<file path="config.mk">
export PLATFORM = sky130hd
export DESIGN_NAME = dual_timer_counter_core
export DESIGN_NICKNAME = d
export VERILOG_FILES = /design/src/timer_pkg.sv /design/src/dual_timer_counter_core.sv /design/src/timer_unit.sv
export SDC_FILE = /design/constraint.sdc
export NUM_CORES = 1
export LEC_CHECK = 0
export BUFFER_PORTS_ARGS = -buffer_cell sky130_fd_sc_hd__buf_4
export CORE_AREA = 2 2 112 114
export DETAILED_ROUTE_END_ITERATION = 10
export DIE_AREA = 0 0 114 116
export PLACE_DENSITY = 0.8
export SYNTH_ARGS = -nofsm -noshare
export SYNTH_HDL_FRONTEND = slang
export SYNTH_SLANG_ARGS = --single-unit
export TNS_END_PERCENT = 1
</file>
<file path="constraint.sdc">
create_clock -name ref_clk -period 3.2 [get_ports ref_clk]
set_input_delay 0.16 -clock ref_clk [delete_from_list [all_inputs] [get_ports ref_clk]]
set_output_delay 0.16 -clock ref_clk [all_outputs]
set_load 0.005 [all_outputs]
</file>
<file path="src/timer_pkg.sv">
package timer_pkg;

  // Register indices; the byte address of each register is four times its index.
  localparam logic [7:0] IDX_CONTROL  = 8'h88;
  localparam logic [7:0] IDX_MODE     = 8'h89;
  localparam logic [7:0] IDX_U0_LOW   = 8'h8A;
  localparam logic [7:0] IDX_U1_LOW   = 8'h8B;
  localparam logic [7:0] IDX_U0_HIGH  = 8'h8C;
  localparam logic [7:0] IDX_U1_HIGH  = 8'h8D;
  localparam logic [7:0] IDX_CONFIG   = 8'h8E;

  // Control register bit positions.
  localparam int CTRL_U1_OVF   = 7;
  localparam int CTRL_U1_RUN   = 6;
  localparam int CTRL_U0_OVF   = 5;
  localparam int CTRL_U0_RUN   = 4;
  localparam int CTRL_X1_FLAG  = 3;
  localparam int CTRL_X1_TYPE  = 2;
  localparam int CTRL_X0_FLAG  = 1;
  localparam int CTRL_X0_TYPE  = 0;

  // Mode register bit positions.
  localparam int MODE_U1_GATE  = 7;
  localparam int MODE_U1_SRC   = 6;
  localparam int MODE_U1_HI    = 5;
  localparam int MODE_U1_LO    = 4;
  localparam int MODE_U0_GATE  = 3;
  localparam int MODE_U0_SRC   = 2;
  localparam int MODE_U0_HI    = 1;
  localparam int MODE_U0_LO    = 0;

  // Configuration register bit positions.
  localparam int CFG_DOUBLE_SPEED = 0;

  // Reset values.
  localparam logic [7:0] CONTROL_RESET = 8'h00;
  localparam logic [7:0] MODE_RESET    = 8'h00;
  localparam logic [7:0] COUNT_RESET   = 8'h00;
  localparam logic [7:0] CONFIG_RESET  = 8'h00;

  // Counting constants.
  localparam logic [4:0] PRESCALE_TOP  = 5'h1F;
  localparam logic [7:0] BYTE_TOP      = 8'hFF;
  localparam int         TICK_DIV_DEF  = 12;

  // Bus constants.
  localparam logic [2:0] HSIZE_WORD    = 3'h2;
  localparam logic       HRESP_OKAY    = 1'b0;

  typedef enum logic [1:0] {
    MODE_13BIT  = 2'b00,
    MODE_16BIT  = 2'b01,
    MODE_RELOAD = 2'b10,
    MODE_SPLIT  = 2'b11
  } timer_mode_t;

endpackage

</file>
<file path="src/dual_timer_counter_core.sv">
// Chosen here: the AHB-Lite interface to the registers.
`timescale 1ns/1ps
module dual_timer_counter_core #(
  parameter int unsigned TICK_DIV = timer_pkg::TICK_DIV_DEF,
  parameter int unsigned TICK_W   = 8
) (
  // Clock, reset and freeze.
  input  wire logic        ref_clk,
  input  wire logic        srst,
  input  wire logic        ce,
  // AHB-Lite slave.
  input  wire logic        hsel,
  input  wire logic [31:0] haddr,
  input  wire logic [1:0]  htrans,
  input  wire logic        hwrite,
  input  wire logic [2:0]  hsize,
  input  wire logic [31:0] hwdata,
  input  wire logic        hready,
  output logic             hreadyout,
  output logic             hresp,
  output logic      [31:0] hrdata,
  // External pins.
  input  wire logic        countPin0,
  input  wire logic        countPin1,
  input  wire logic        gateInputPin0,
  input  wire logic        gateInputPin1,
  // Overflow requests and baud tick.
  output logic             unit0OverflowFlag,
  output logic             unit1OverflowFlag,
  output logic             baudTick
);

  // Pin synchronisers: bit 0 count pin 0, bit 1 count pin 1, bit 2 gate 0, bit 3 gate 1.
  logic [3:0] pinMetaReg;
  logic [3:0] pinSyncReg;
  logic [3:0] pinPrevReg;
  logic [3:0] pinFall;

  always_ff @(posedge ref_clk) begin
    if (srst) begin
      pinMetaReg <= 4'hF;
      pinSyncReg <= 4'hF;
      pinPrevReg <= 4'hF;
    end else if (ce) begin
      pinMetaReg <= {gateInputPin1, gateInputPin0, countPin1, countPin0};
      pinSyncReg <= pinMetaReg;
      pinPrevReg <= pinSyncReg;
    end
  end

  assign pinFall = pinPrevReg & ~pinSyncReg;

  // Time reference divider.
  localparam logic [TICK_W-1:0] DIV_LAST  = TICK_W'(TICK_DIV - 1);
  localparam logic [TICK_W-1:0] HALF_LAST = TICK_W'((TICK_DIV + 1) / 2 - 1);

  logic [TICK_W-1:0] divReg;
  logic [TICK_W-1:0] divNext;
  logic              tickReg;
  logic              tickNext;
  logic [7:0]        configReg;
  logic [TICK_W-1:0] divLast;

  assign divLast = configReg[timer_pkg::CFG_DOUBLE_SPEED] ? HALF_LAST : DIV_LAST;

  always_comb begin
    tickNext = 1'b0;
    divNext  = divReg + TICK_W'(1);
    if (divReg >= divLast) begin
      divNext  = '0;
      tickNext = 1'b1;
    end
  end

  always_ff @(posedge ref_clk) begin
    if (srst) begin
      divReg  <= '0;
      tickReg <= 1'b0;
    end else if (ce) begin
      divReg  <= divNext;
      tickReg <= tickNext;
    end
  end

  // Bus handshake. These flops keep running while ce is low so that an accepted
  // address phase is never lost; the access itself waits for ce.
  logic       pendReg;
  logic       pendNext;
  logic       pendWriteReg;
  logic       pendWriteNext;
  logic [7:0] pendIdxReg;
  logic [7:0] pendIdxNext;
  logic       readyReg;
  logic       readyNext;
  logic       accept;
  logic       doAccess;
  logic       doWrite;

  assign accept   = hsel & htrans[1] & hready;
  assign doAccess = pendReg & ce;
  assign doWrite  = doAccess & pendWriteReg;

  always_comb begin
    pendNext      = pendReg;
    pendWriteNext = pendWriteReg;
    pendIdxNext   = pendIdxReg;
    readyNext     = ce;
    if (doAccess) begin
      pendNext = 1'b0;
    end else if (pendReg) begin
      readyNext = 1'b0;
    end
    if (accept) begin
      pendNext      = 1'b1;
      pendWriteNext = hwrite & (hsize == timer_pkg::HSIZE_WORD);
      pendIdxNext   = haddr[9:2];
      readyNext     = 1'b0;
    end
  end

  always_ff @(posedge ref_clk) begin
    if (srst) begin
      pendReg      <= 1'b0;
      pendWriteReg <= 1'b0;
      pendIdxReg   <= 8'h00;
      readyReg     <= 1'b1;
    end else begin
      pendReg      <= pendNext;
      pendWriteReg <= pendWriteNext;
      pendIdxReg   <= pendIdxNext;
      readyReg     <= readyNext;
    end
  end

  // Control, mode and configuration registers.
  logic [7:0] modeReg;
  logic [7:0] modeNext;
  logic [7:0] ctrlReg;
  logic [7:0] ctrlNext;
  logic [7:0] configNext;
  logic [7:0] wByte;
  logic       wrCtrl;
  logic [7:0] u0Low;
  logic [7:0] u0High;
  logic [7:0] u1Low;
  logic [7:0] u1High;
  logic       u0Ovf;
  logic       u0HighOvf;
  logic       u1Ovf;
  logic       unit0Split;
  logic       x0Set;
  logic       x1Set;

  assign wByte      = hwdata[7:0];
  assign wrCtrl     = doWrite & (pendIdxReg == timer_pkg::IDX_CONTROL);
  assign unit0Split = (modeReg[timer_pkg::MODE_U0_HI:timer_pkg::MODE_U0_LO] == 2'b11);
  // A low level or a falling edge, by the type bit, requests an external interrupt.
  assign x0Set = ctrlReg[timer_pkg::CTRL_X0_TYPE] ? pinFall[2] : ~pinSyncReg[2];
  assign x1Set = ctrlReg[timer_pkg::CTRL_X1_TYPE] ? pinFall[3] : ~pinSyncReg[3];

  always_comb begin
    modeNext   = modeReg;
    configNext = configReg;
    ctrlNext   = wrCtrl ? wByte : ctrlReg;
    if (doWrite && pendIdxReg == timer_pkg::IDX_MODE) begin
      modeNext = wByte;
    end
    if (doWrite && pendIdxReg == timer_pkg::IDX_CONFIG) begin
      configNext = {7'h00, wByte[timer_pkg::CFG_DOUBLE_SPEED]};
    end
    // Hardware sets win over a software clear in the same cycle.
    if (u0Ovf) begin
      ctrlNext[timer_pkg::CTRL_U0_OVF] = 1'b1;
    end
    if (unit0Split ? u0HighOvf : u1Ovf) begin
      ctrlNext[timer_pkg::CTRL_U1_OVF] = 1'b1;
    end
    if (x0Set) begin
      ctrlNext[timer_pkg::CTRL_X0_FLAG] = 1'b1;
    end
    if (x1Set) begin
      ctrlNext[timer_pkg::CTRL_X1_FLAG] = 1'b1;
    end
  end

  always_ff @(posedge ref_clk) begin
    if (srst) begin
      modeReg   <= timer_pkg::MODE_RESET;
      ctrlReg   <= timer_pkg::CONTROL_RESET;
      configReg <= timer_pkg::CONFIG_RESET;
    end else if (ce) begin
      modeReg   <= modeNext;
      ctrlReg   <= ctrlNext;
      configReg <= configNext;
    end
  end

  // The two counting units. With unit 0 split, unit 1 runs free and is stopped
  // only by its own halt mode or by its gate input.
  logic u1Run;
  assign u1Run = unit0Split | ctrlReg[timer_pkg::CTRL_U1_RUN];

  timer_unit #(
    .HOLD_IN_MODE3 (1'b0)
  ) u_unit0 (
    .ref_clk      (ref_clk),
    .srst         (srst),
    .ce           (ce),
    .countTick    (tickReg),
    .pinEdge      (pinFall[0]),
    .gateLevel    (pinSyncReg[2]),
    .run          (ctrlReg[timer_pkg::CTRL_U0_RUN]),
    .gateCtrl     (modeReg[timer_pkg::MODE_U0_GATE]),
    .srcSel       (modeReg[timer_pkg::MODE_U0_SRC]),
    .mode         (modeReg[timer_pkg::MODE_U0_HI:timer_pkg::MODE_U0_LO]),
    .highRun      (ctrlReg[timer_pkg::CTRL_U1_RUN]),
    .wrLow        (doWrite && pendIdxReg == timer_pkg::IDX_U0_LOW),
    .wrHigh       (doWrite && pendIdxReg == timer_pkg::IDX_U0_HIGH),
    .wrData       (wByte),
    .countLow     (u0Low),
    .countHigh    (u0High),
    .overflow     (u0Ovf),
    .highOverflow (u0HighOvf)
  );

  timer_unit #(
    .HOLD_IN_MODE3 (1'b1)
  ) u_unit1 (
    .ref_clk      (ref_clk),
    .srst         (srst),
    .ce           (ce),
    .countTick    (tickReg),
    .pinEdge      (pinFall[1]),
    .gateLevel    (pinSyncReg[3]),
    .run          (u1Run),
    .gateCtrl     (modeReg[timer_pkg::MODE_U1_GATE]),
    .srcSel       (modeReg[timer_pkg::MODE_U1_SRC]),
    .mode         (modeReg[timer_pkg::MODE_U1_HI:timer_pkg::MODE_U1_LO]),
    .highRun      (1'b0),
    .wrLow        (doWrite && pendIdxReg == timer_pkg::IDX_U1_LOW),
    .wrHigh       (doWrite && pendIdxReg == timer_pkg::IDX_U1_HIGH),
    .wrData       (wByte),
    .countLow     (u1Low),
    .countHigh    (u1High),
    .overflow     (u1Ovf),
    .highOverflow ()
  );

  // Read data and output registers.
  logic [7:0]  readByte;
  logic [31:0] rdataReg;
  logic [31:0] rdataNext;
  logic        baudReg;
  logic        hrespReg;

  always_comb begin
    unique case (pendIdxReg)
      timer_pkg::IDX_CONTROL: readByte = ctrlReg;
      timer_pkg::IDX_MODE:    readByte = modeReg;
      timer_pkg::IDX_U0_LOW:  readByte = u0Low;
      timer_pkg::IDX_U1_LOW:  readByte = u1Low;
      timer_pkg::IDX_U0_HIGH: readByte = u0High;
      timer_pkg::IDX_U1_HIGH: readByte = u1High;
      timer_pkg::IDX_CONFIG:  readByte = configReg;
      default:                readByte = 8'h00;
    endcase
    rdataNext = rdataReg;
    if (doAccess && !pendWriteReg) begin
      rdataNext = {24'h000000, readByte};
    end
  end

  always_ff @(posedge ref_clk) begin
    if (srst) begin
      rdataReg <= 32'h00000000;
      baudReg  <= 1'b0;
      hrespReg <= timer_pkg::HRESP_OKAY;
    end else if (ce) begin
      rdataReg <= rdataNext;
      baudReg  <= u1Ovf;
      hrespReg <= timer_pkg::HRESP_OKAY;
    end
  end

  assign hreadyout         = readyReg;
  assign hresp             = hrespReg;
  assign hrdata            = rdataReg;
  assign unit0OverflowFlag = ctrlReg[timer_pkg::CTRL_U0_OVF];
  assign unit1OverflowFlag = ctrlReg[timer_pkg::CTRL_U1_OVF];
  assign baudTick          = baudReg;

  property p_mode_reset;
    @(posedge ref_clk) $fell(srst) |-> (modeReg == 8'h00) && (ctrlReg == 8'h00);
  endproperty
  a_mode_reset: assert property (p_mode_reset)
    else $error("Mode register was not zero after reset.");

  property p_u1_flag;
    @(posedge ref_clk) disable iff (srst)
    (ce && u1Ovf && !unit0Split) |=> unit1OverflowFlag;
  endproperty
  a_u1_flag: assert property (p_u1_flag)
    else $error("Unit 1 overflow did not set its flag.");

  property p_split_flag;
    @(posedge ref_clk) disable iff (srst)
    (ce && unit0Split && u0HighOvf) |=> unit1OverflowFlag;
  endproperty
  a_split_flag: assert property (p_split_flag)
    else $error("Split unit 0 high byte overflow did not set the unit 1 flag.");

  property p_baud;
    @(posedge ref_clk) disable iff (srst)
    (ce && u1Ovf) |=> baudTick ##1 (!ce || !baudTick || $past(u1Ovf));
  endproperty
  a_baud: assert property (p_baud)
    else $error("Baud tick did not follow the unit 1 overflow.");

  property p_tick_fast;
    @(posedge ref_clk) disable iff (srst)
    (ce && configReg[timer_pkg::CFG_DOUBLE_SPEED] && divReg >= HALF_LAST)
      |=> tickReg && (divReg == '0);
  endproperty
  a_tick_fast: assert property (p_tick_fast)
    else $error("Double-speed mode did not halve the divider.");

  c_reload: cover property (@(posedge ref_clk) disable iff (srst)
    modeReg[5:4] == 2'b10 && u1Ovf);
  c_split: cover property (@(posedge ref_clk) disable iff (srst)
    unit0Split && u0HighOvf);
  c_read: cover property (@(posedge ref_clk) disable iff (srst)
    doAccess && !pendWriteReg && pendIdxReg == timer_pkg::IDX_U0_LOW);

endmodule

</file>
<file path="src/timer_unit.sv">
`timescale 1ns/1ps
module timer_unit #(
  parameter bit HOLD_IN_MODE3 = 1'b0
) (
  // Clock, reset and freeze.
  input  wire logic       ref_clk,
  input  wire logic       srst,
  input  wire logic       ce,
  // Count sources and control.
  input  wire logic       countTick,
  input  wire logic       pinEdge,
  input  wire logic       gateLevel,
  input  wire logic       run,
  input  wire logic       gateCtrl,
  input  wire logic       srcSel,
  input  wire logic [1:0] mode,
  input  wire logic       highRun,
  // Software writes.
  input  wire logic       wrLow,
  input  wire logic       wrHigh,
  input  wire logic [7:0] wrData,
  // Count state and overflow pulses.
  output logic      [7:0] countLow,
  output logic      [7:0] countHigh,
  output logic            overflow,
  output logic            highOverflow
);

  logic [7:0]  lowReg;
  logic [7:0]  lowNext;
  logic [7:0]  highReg;
  logic [7:0]  highNext;
  logic        ovfReg;
  logic        ovfNext;
  logic        hovfReg;
  logic        hovfNext;
  logic        enable;
  logic        step;
  logic [15:0] wide;
  timer_pkg::timer_mode_t modeSel;

  assign modeSel = timer_pkg::timer_mode_t'(mode);
  assign enable  = run & (~gateCtrl | gateLevel);
  assign step    = enable & (srcSel ? pinEdge : countTick);
  assign wide    = {highReg, lowReg} + 16'h0001;

  always_comb begin
    lowNext  = lowReg;
    highNext = highReg;
    ovfNext  = 1'b0;
    hovfNext = 1'b0;
    unique case (modeSel)
      timer_pkg::MODE_13BIT: begin
        if (step) begin
          if (lowReg[4:0] == timer_pkg::PRESCALE_TOP) begin
            lowNext  = {lowReg[7:5], 5'h00};
            highNext = highReg + 8'h01;
            ovfNext  = (highReg == timer_pkg::BYTE_TOP);
          end else begin
            lowNext = {lowReg[7:5], lowReg[4:0] + 5'h01};
          end
        end
      end
      timer_pkg::MODE_16BIT: begin
        if (step) begin
          {highNext, lowNext} = wide;
          ovfNext = &{highReg, lowReg};
        end
      end
      timer_pkg::MODE_RELOAD: begin
        if (step) begin
          if (lowReg == timer_pkg::BYTE_TOP) begin
            lowNext = highReg;
            ovfNext = 1'b1;
          end else begin
            lowNext = lowReg + 8'h01;
          end
        end
      end
      timer_pkg::MODE_SPLIT: begin
        // Unit 1 holds here; unit 0 splits into two 8-bit timers.
        if (!HOLD_IN_MODE3) begin
          if (step) begin
            lowNext = lowReg + 8'h01;
            ovfNext = (lowReg == timer_pkg::BYTE_TOP);
          end
          if (highRun && countTick) begin
            highNext = highReg + 8'h01;
            hovfNext = (highReg == timer_pkg::BYTE_TOP);
          end
        end
      end
    endcase
    if (wrLow) begin
      lowNext = wrData;
    end
    if (wrHigh) begin
      highNext = wrData;
    end
  end

  always_ff @(posedge ref_clk) begin
    if (srst) begin
      lowReg  <= timer_pkg::COUNT_RESET;
      highReg <= timer_pkg::COUNT_RESET;
      ovfReg  <= 1'b0;
      hovfReg <= 1'b0;
    end else if (ce) begin
      lowReg  <= lowNext;
      highReg <= highNext;
      ovfReg  <= ovfNext;
      hovfReg <= hovfNext;
    end
  end

  assign countLow     = lowReg;
  assign countHigh    = highReg;
  assign overflow     = ovfReg;
  assign highOverflow = hovfReg;

  logic quiet;
  assign quiet = ce & ~wrLow & ~wrHigh;

  property p_prescale_carry;
    @(posedge ref_clk) disable iff (srst)
    (quiet && step && mode == 2'b00 && lowReg[4:0] == 5'h1F)
      |=> (highReg == $past(highReg) + 8'h01) && (lowReg[4:0] == 5'h00)
          && (lowReg[7:5] == $past(lowReg[7:5]));
  endproperty
  a_prescale_carry: assert property (p_prescale_carry)
    else $error("Prescaler overflow did not advance the high byte.");

  property p_cascade_wrap;
    @(posedge ref_clk) disable iff (srst)
    (quiet && step && mode == 2'b01 && {highReg, lowReg} == 16'hFFFF)
      |=> ({highReg, lowReg} == 16'h0000) && overflow;
  endproperty
  a_cascade_wrap: assert property (p_cascade_wrap)
    else $error("16-bit wrap did not clear the count and pulse overflow.");

  property p_reload;
    @(posedge ref_clk) disable iff (srst)
    (quiet && step && mode == 2'b10 && lowReg == 8'hFF)
      |=> (lowReg == $past(highReg)) && $stable(highReg) && overflow;
  endproperty
  a_reload: assert property (p_reload)
    else $error("Auto-reload did not copy the high byte into the low byte.");

  property p_hold;
    @(posedge ref_clk) disable iff (srst)
    (HOLD_IN_MODE3 && quiet && mode == 2'b11) |=> $stable(lowReg) && $stable(highReg);
  endproperty
  a_hold: assert property (p_hold)
    else $error("Unit changed its count while halted.");

  property p_gated_off;
    @(posedge ref_clk) disable iff (srst)
    (quiet && gateCtrl && !gateLevel && mode != 2'b11) |=> $stable(lowReg) && !overflow;
  endproperty
  a_gated_off: assert property (p_gated_off)
    else $error("Unit counted while its gate input was low.");

  property p_source_pin;
    @(posedge ref_clk) disable iff (srst)
    (quiet && enable && srcSel && !pinEdge && mode != 2'b11) |=> $stable(lowReg);
  endproperty
  a_source_pin: assert property (p_source_pin)
    else $error("Counter mode advanced without a pin falling edge.");

endmodule

</file>
# After elaboration in Yosys (flattened, before gate mapping)
# Index checks and enable logic that the tools add are counted.
word_totals:
  register_bits: 93
  latch_bits: 0
  mem_bits_rw: 0
  romBits: 0
  inputBits: 79
  output_inout_bits: 37
  elab_cells: 187
  n_memories: 0
classes:
  addsub: 9
  n_mul: 0
  n_div: 0
  n_lt_le_gt_ge: 1
  eq_ne: 35
  shift: 0
  n_mux: 60
  bitwise: 19
  n_reduce_logical: 36
ops:
  columns: ["operator", "count"]
  rows:
  - ["8-bit 2-to-1 mux", 22]
  - ["8-bit equality test, second input constant", 11]
  - ["8-bit case mux with 7 select lines", 1]
  - ["8-bit case mux with 3 select lines", 2]
  - ["3-bit by 1-bit inequality test with 1-bit output, second input constant", 14]
  - ["8-bit by 1-bit adder with 8-bit output, second input constant", 5]
  - ["16-bit by 1-bit adder with 16-bit output, second input constant", 2]
  - ["8-bit case mux with 4 select lines", 1]
  - ["16-bit AND reduction", 2]
  - ["1-bit 2-to-1 mux", 28]
  - ["5-bit AND reduction", 5]
  - ["8-bit case mux with 2 select lines", 1]
  - ["2-bit AND reduction", 8]
  - ["5-bit by 1-bit adder with 5-bit output, second input constant", 2]
  - ["1-bit AND", 10]
  - ["5-bit equality test, second input constant", 2]
  - ["5-bit 2-to-1 mux", 2]
  - ["2-bit nonzero test", 5]
  - ["8-bit by 4-bit greater-or-equal comparator with 1-bit output", 1]
  - ["1-bit logical AND", 8]
  - ["4-bit nonzero test", 2]
  - ["2-bit equality test, second input constant", 3]
  - ["6-bit AND reduction", 1]
  - ["3-bit nonzero test", 2]
  - ["other kinds (12)", 20]

# Depth between registers and ports, before layout
depth:
  ltp_word: 7
  depth_mapped: 10
  mapped_depth_nobuf: 10

# Cells and area by module
# From an unflattened synthesis, not the netlist that was laid out.
hier_totals:
  cells_unflattened: 748
  hier_area_um2: 6140.9
by_module_without_submodules:
  columns: ["module", "n_inst", "cells_each", "area_each_um2", "seq_area_each_um2"]
  rows:
  - ["dual_timer_counter_core", 1, 336, 2992.9, 1161.1]
  - ["timer_unit (u_unit0)", 1, 212, 1612.8, 360.3]
  - ["timer_unit (u_unit1)", 1, 200, 1535.2, 340.3]

# Least setup slack after synthesis
# No wires, ideal clock.
synth_timing:
  path_kind: "reg-to-reg"
  startpoint: "register u_unit1.lowReg[0], in the netlist u_unit1.countLow[0]"
  endpoint: "register u_unit1.highReg[7], in the netlist u_unit1.countHigh[7]"
  setup_ns: 0.086
  arrival_time_ns: 2.129
  t_required_ns: 3.114
  slack_ns: 0.986
  stages_incl_launch_ff: 11
  path_buffers: 1
  synth_period_minus_slack_ns: 2.214
  cell_sequence: "dfxtp_1 ha_1 nand3_1 inv_1 ha_1 mux2i_1 a2111oi_0 o21a_1 buf_2 a21oi_1 a211oi_1"
synth_via:
  elab_chain_len: 4
  word_cells_on_any_way: 7
  classes_between: "1 x add/sub; 2 x eq/ne; 3 x mux; 1 x reduce/logical"
synth_lines:
  columns: ["item", "line_no", "source"]
  rows:
  - ["from (decl)", "timer_unit.sv:29", "logic [7:0] lowReg;"]
  - ["from (signal assigned)", "timer_unit.sv:104", "lowReg <= timer_pkg::COUNT_RESET;"]
  - ["from (signal assigned)", "timer_unit.sv:109", "lowReg <= lowNext;"]
  - ["16-bit by 1-bit adder with 16-bit output", "timer_unit.sv:45", "assign wide = {highReg, lowReg} + 16'h0001;"]
  - ["8-bit 2-to-1 mux", "timer_unit.sv:65", "if (step) begin"]
  - ["8-bit case mux with 2 select lines", "timer_unit.sv:52", "unique case (modeSel)"]
  - ["8-bit 2-to-1 mux", "timer_unit.sv:97", "if (wrHigh) begin"]
  - ["to (signal assigned)", "timer_unit.sv:105", "highReg <= timer_pkg::COUNT_RESET;"]
  - ["to (signal assigned)", "timer_unit.sv:110", "highReg <= highNext;"]
  - ["to (decl)", "timer_unit.sv:31", "logic [7:0] highReg;"]
# Parallel ways exist; a longest one is shown, timed or not. The select of a mux whose other input is x is not followed.
# A chain may end at the register's enable or synchronous reset.

# Worst setup path in the final report
layout_timing:
  startpoint: "register u_unit1.lowReg[1], in the netlist u_unit1.countLow[1]"
  endpoint: "register u_unit1.highReg[6], in the netlist u_unit1.countHigh[6]"
# Same word-level chain as after synthesis.

==> flow_summary.yaml <==
yosys:
  synth.avg_cell_area_um2: 8.091
  yosys_warnings: 0
  ys_seq_area_frac: 0.3178
  synth_commonest_cells: "93 x dfxtp_1, 74 x nand2_1, 72 x nor2_1"
  ys.flop_type: "dfxtp_1"
  syn_inst: 724
  synth_area_leaders: "dfxtp_1 32%, mux2i_1 6.0%, nand2_1 4.7%, nor2_1 4.6%, a21oi_1 4.1%"
  synth_top_cell_area_share: 0.3178
  synth_area_leader_cell: "dfxtp_1"
  syn_area_um2: 5858
  ys_async_sr_fraction: 0
  synth_edf_count: 0
  ys_types: 76
  synth_seq_cells: 93
  yosysMostFrequentCell: "dfxtp_1"
floorplan:
  die_y_um: 116
  rows: 40
  num_io_pins: 116
  start_util: 0.4918
  die_area_um2: 13220
  die_w_um: 114
  core_area_um2: 11910
detailed_routing:
  drc_errors: 0
  wl_per_cell_um: 18.21
  drt-total-wl_um: 16350
  drt_iter0_markers: 612
  viasPerCell: 6.196
  ant_nets: 0
  vias: 5564
  dr.pass1.iters: 6
timing:
  slew_viol_final: 0
  worstMarginPinSlew_ns: 0.8997
  clock_skew_ns: 0.008165
  whs_ns: 0.01967
  slew_headroom: 0.3995
  rsz0062_at_grt: "false"
  setup_tns_ns: 0
  fmax_ghz: 0.3575
  period_share: 0.8741
  period_minus_slack_ns: 2.797
  finalSetupViolations: 0
  fin_ws_ns: 0.4029
  hold_viol_final: 0
cts:
  cts_buffers: 9
  clkSinkCount: 93
  cts_root_buffer: "clkbuf_16"
  cts_resized: 0
  holdBufCountCts: 0
  postCtsSetupBuffers: 0
  cts-htree-levels: 3
  cts_tree: "yes"
  clockBufferDepth: 2
  path_clk_slew_ns: 0.07
  worstSkewPairLatency_ns: 0.35
power_and_ir_drop:
  ir_worst_vdd_uv: 322.3
  leakagePower_nw: 2.399
  power.total_w: 0.002333
  powerDensity_nw_per_um2: 363.1
worst_hold_path:
  min_from: "gateInputPin0"
  hp-class: "input pin to register"
  hold_depth: 3
  hold_end: "pinMetaReg[2]"
finish:
  synthToLayoutAreaGrowth_pct: 9.697
  drive_above_1_share: 0.1185
  final_util: 0.5395
  antenna_cells: 0
  nNetsFinal: 845
  n_fill_cell: 1131
global_route:
  grt_max_degree: 64
  grt_pass1_vias: 5111
  overflow: 0
  gr-usage-all-layers: 0.2520
  antenna_found_initial: 0
  grt_first_pass_wirelength_um: 26090
critical_path:
  crit_path_start_kind: "register"
  arrival_ns: 3.06
  r2r_slack_ns: 0.40
  worstPathMaxFanout: 11
  cp.required_ns: 3.46
  timing.rr.start: "u_unit1.countLow[1]"
  reg2reg_depth: 10
  reg2reg_to: "u_unit1.countHigh[6]"
  critical_path_class: "register to register"
  endpoint_kind: "register"
placed_design:
  io_buffers: 41
  dp_hpwl_um: 11580
  place_congestion: 0.9755
  pre_cts_slack_ns: 0.5214
run_status:
  outcome: "finished, final reports clean"
flow_run:
  cap_violations: 0
==> layout by cell type, fill, tap and decap left out, types with 17 or more instances in the layout <==
master,n
inv_1,24
conb_1,25
nand2_1,74
a21oi_1,48
mux2i_1,35
dfxtp_1,93
ha_1,19
o21ai_0,46
nor2_1,72
buf_4,52
nand3_1,30
a22oi_1,17
==> through the flow <==
step	instance area, µm²	std cells
3_5_place_dp	6153	883
5_1_grt	6426	898
2_1_floorplan	5948	748
6_report	6426	898
4_1_cts	6426	898
3_3_place_gp	6153	883
==> routing by layer <==
| metal | part of all wire | wire [µm] | vias up | global-route usage |
|---|---|---|---|---|
| li1 | - | - | 2641 | - |
| met1 | 0.42 | 6852 | 2529 | 0.3342 |
| met2 | 0.43 | 7083 | 347 | 0.3825 |
| met3 | 0.10 | 1711 | 47 | 0.06381 |
| met4 | 0.043 | 702 | 0 | 0.1268 |
| met5 | 0 | 0 | - | 0 |
==> cell type report <==
class / count / area, µm² / share of cell area
clock buffer: 9 / 225.2 / 0.03505
clock inverter: 6 / 47.55 / 0.007399
inverter: 24 / 90.09 / 0.01402
multi-input combinational: 567 / 3627 / 0.5644
sequential: 93 / 1862 / 0.2897
tap: 147 / 183.9 / 0.02862
timing repair buffer: 52 / 390.4 / 0.06075
==> worst max-delay path by stage <==
stage                            to  slack, ns                start  depth (start not counted)
3_3_place_gp   u_unit1.countHigh[3]       0.62  u_unit1.countLow[1]                         10
2_1_floorplan  u_unit1.countHigh[7]       0.99  u_unit1.countLow[0]                         10
6_report       u_unit1.countHigh[6]       0.40  u_unit1.countLow[1]                         10
3_5_place_dp   u_unit1.countHigh[6]       0.52  u_unit1.countLow[1]                         10
5_1_grt        u_unit1.countHigh[7]       0.17  u_unit1.countLow[0]                         10
4_1_cts        u_unit1.countHigh[3]       0.49  u_unit1.countLow[1]                         10
==> where the power goes <==
| group | total (W) | switching [W] | internal, W |
|---|---|---|---|
| Clock | 0.00101 | 0.000477 | 0.000529 |
| Combinational | 0.000140 | 0.0000861 | 0.0000538 |
| Sequential | 0.00119 | 0.0000168 | 0.00117 |
| Total | 0.00233 | 0.000580 | 0.00175 |
==> cell families (layout without fill, tap and decap cells) <==
| family | after synthesis | in the layout | share of synthesized area |
|---|---|---|---|
| buffers and inverters | 88 | 91 | 0.07839 |
| other | 1 | 25 | 0.0006401 |
| xor gates and xnor gates | 14 | 14 | 0.02093 |
| and+or+nand+nor | 259 | 259 | 0.2176 |
| adders and majority gates | 19 | 19 | 0.04058 |
| muxes | 46 | 46 | 0.09440 |
| AOI/OAI and AO/OA | 204 | 204 | 0.2296 |
| DFF | 93 | 93 | 0.3178 |
==> registers in the layout, summed over array words and instances (netlist names), 4 cells and up <==
name               flops
ctrlReg                8
u_unit1.countLow       8
u_unit1.countHigh      8
modeReg                8
pinSyncReg             4
divReg                 8
pinPrevReg             4
u_unit0.countLow       8
hrdata                 8
pendIdxReg             8
pinMetaReg             4
u_unit0.countHigh      8
==> worst max-delay path, stage by stage, from the launching register on <==
cell and delay (ns):
dfxtp_1 0.42, ha_1 0.22, nand3_1 0.22, inv_1 0.14, ha_1 0.25, mux2i_1 0.10
a2111oi_0 0.59, o21a_1 0.28, buf_4 0.20, a21oi_1 0.07, a211oi_1 0.20
Power figures use the tool's default switching activity.
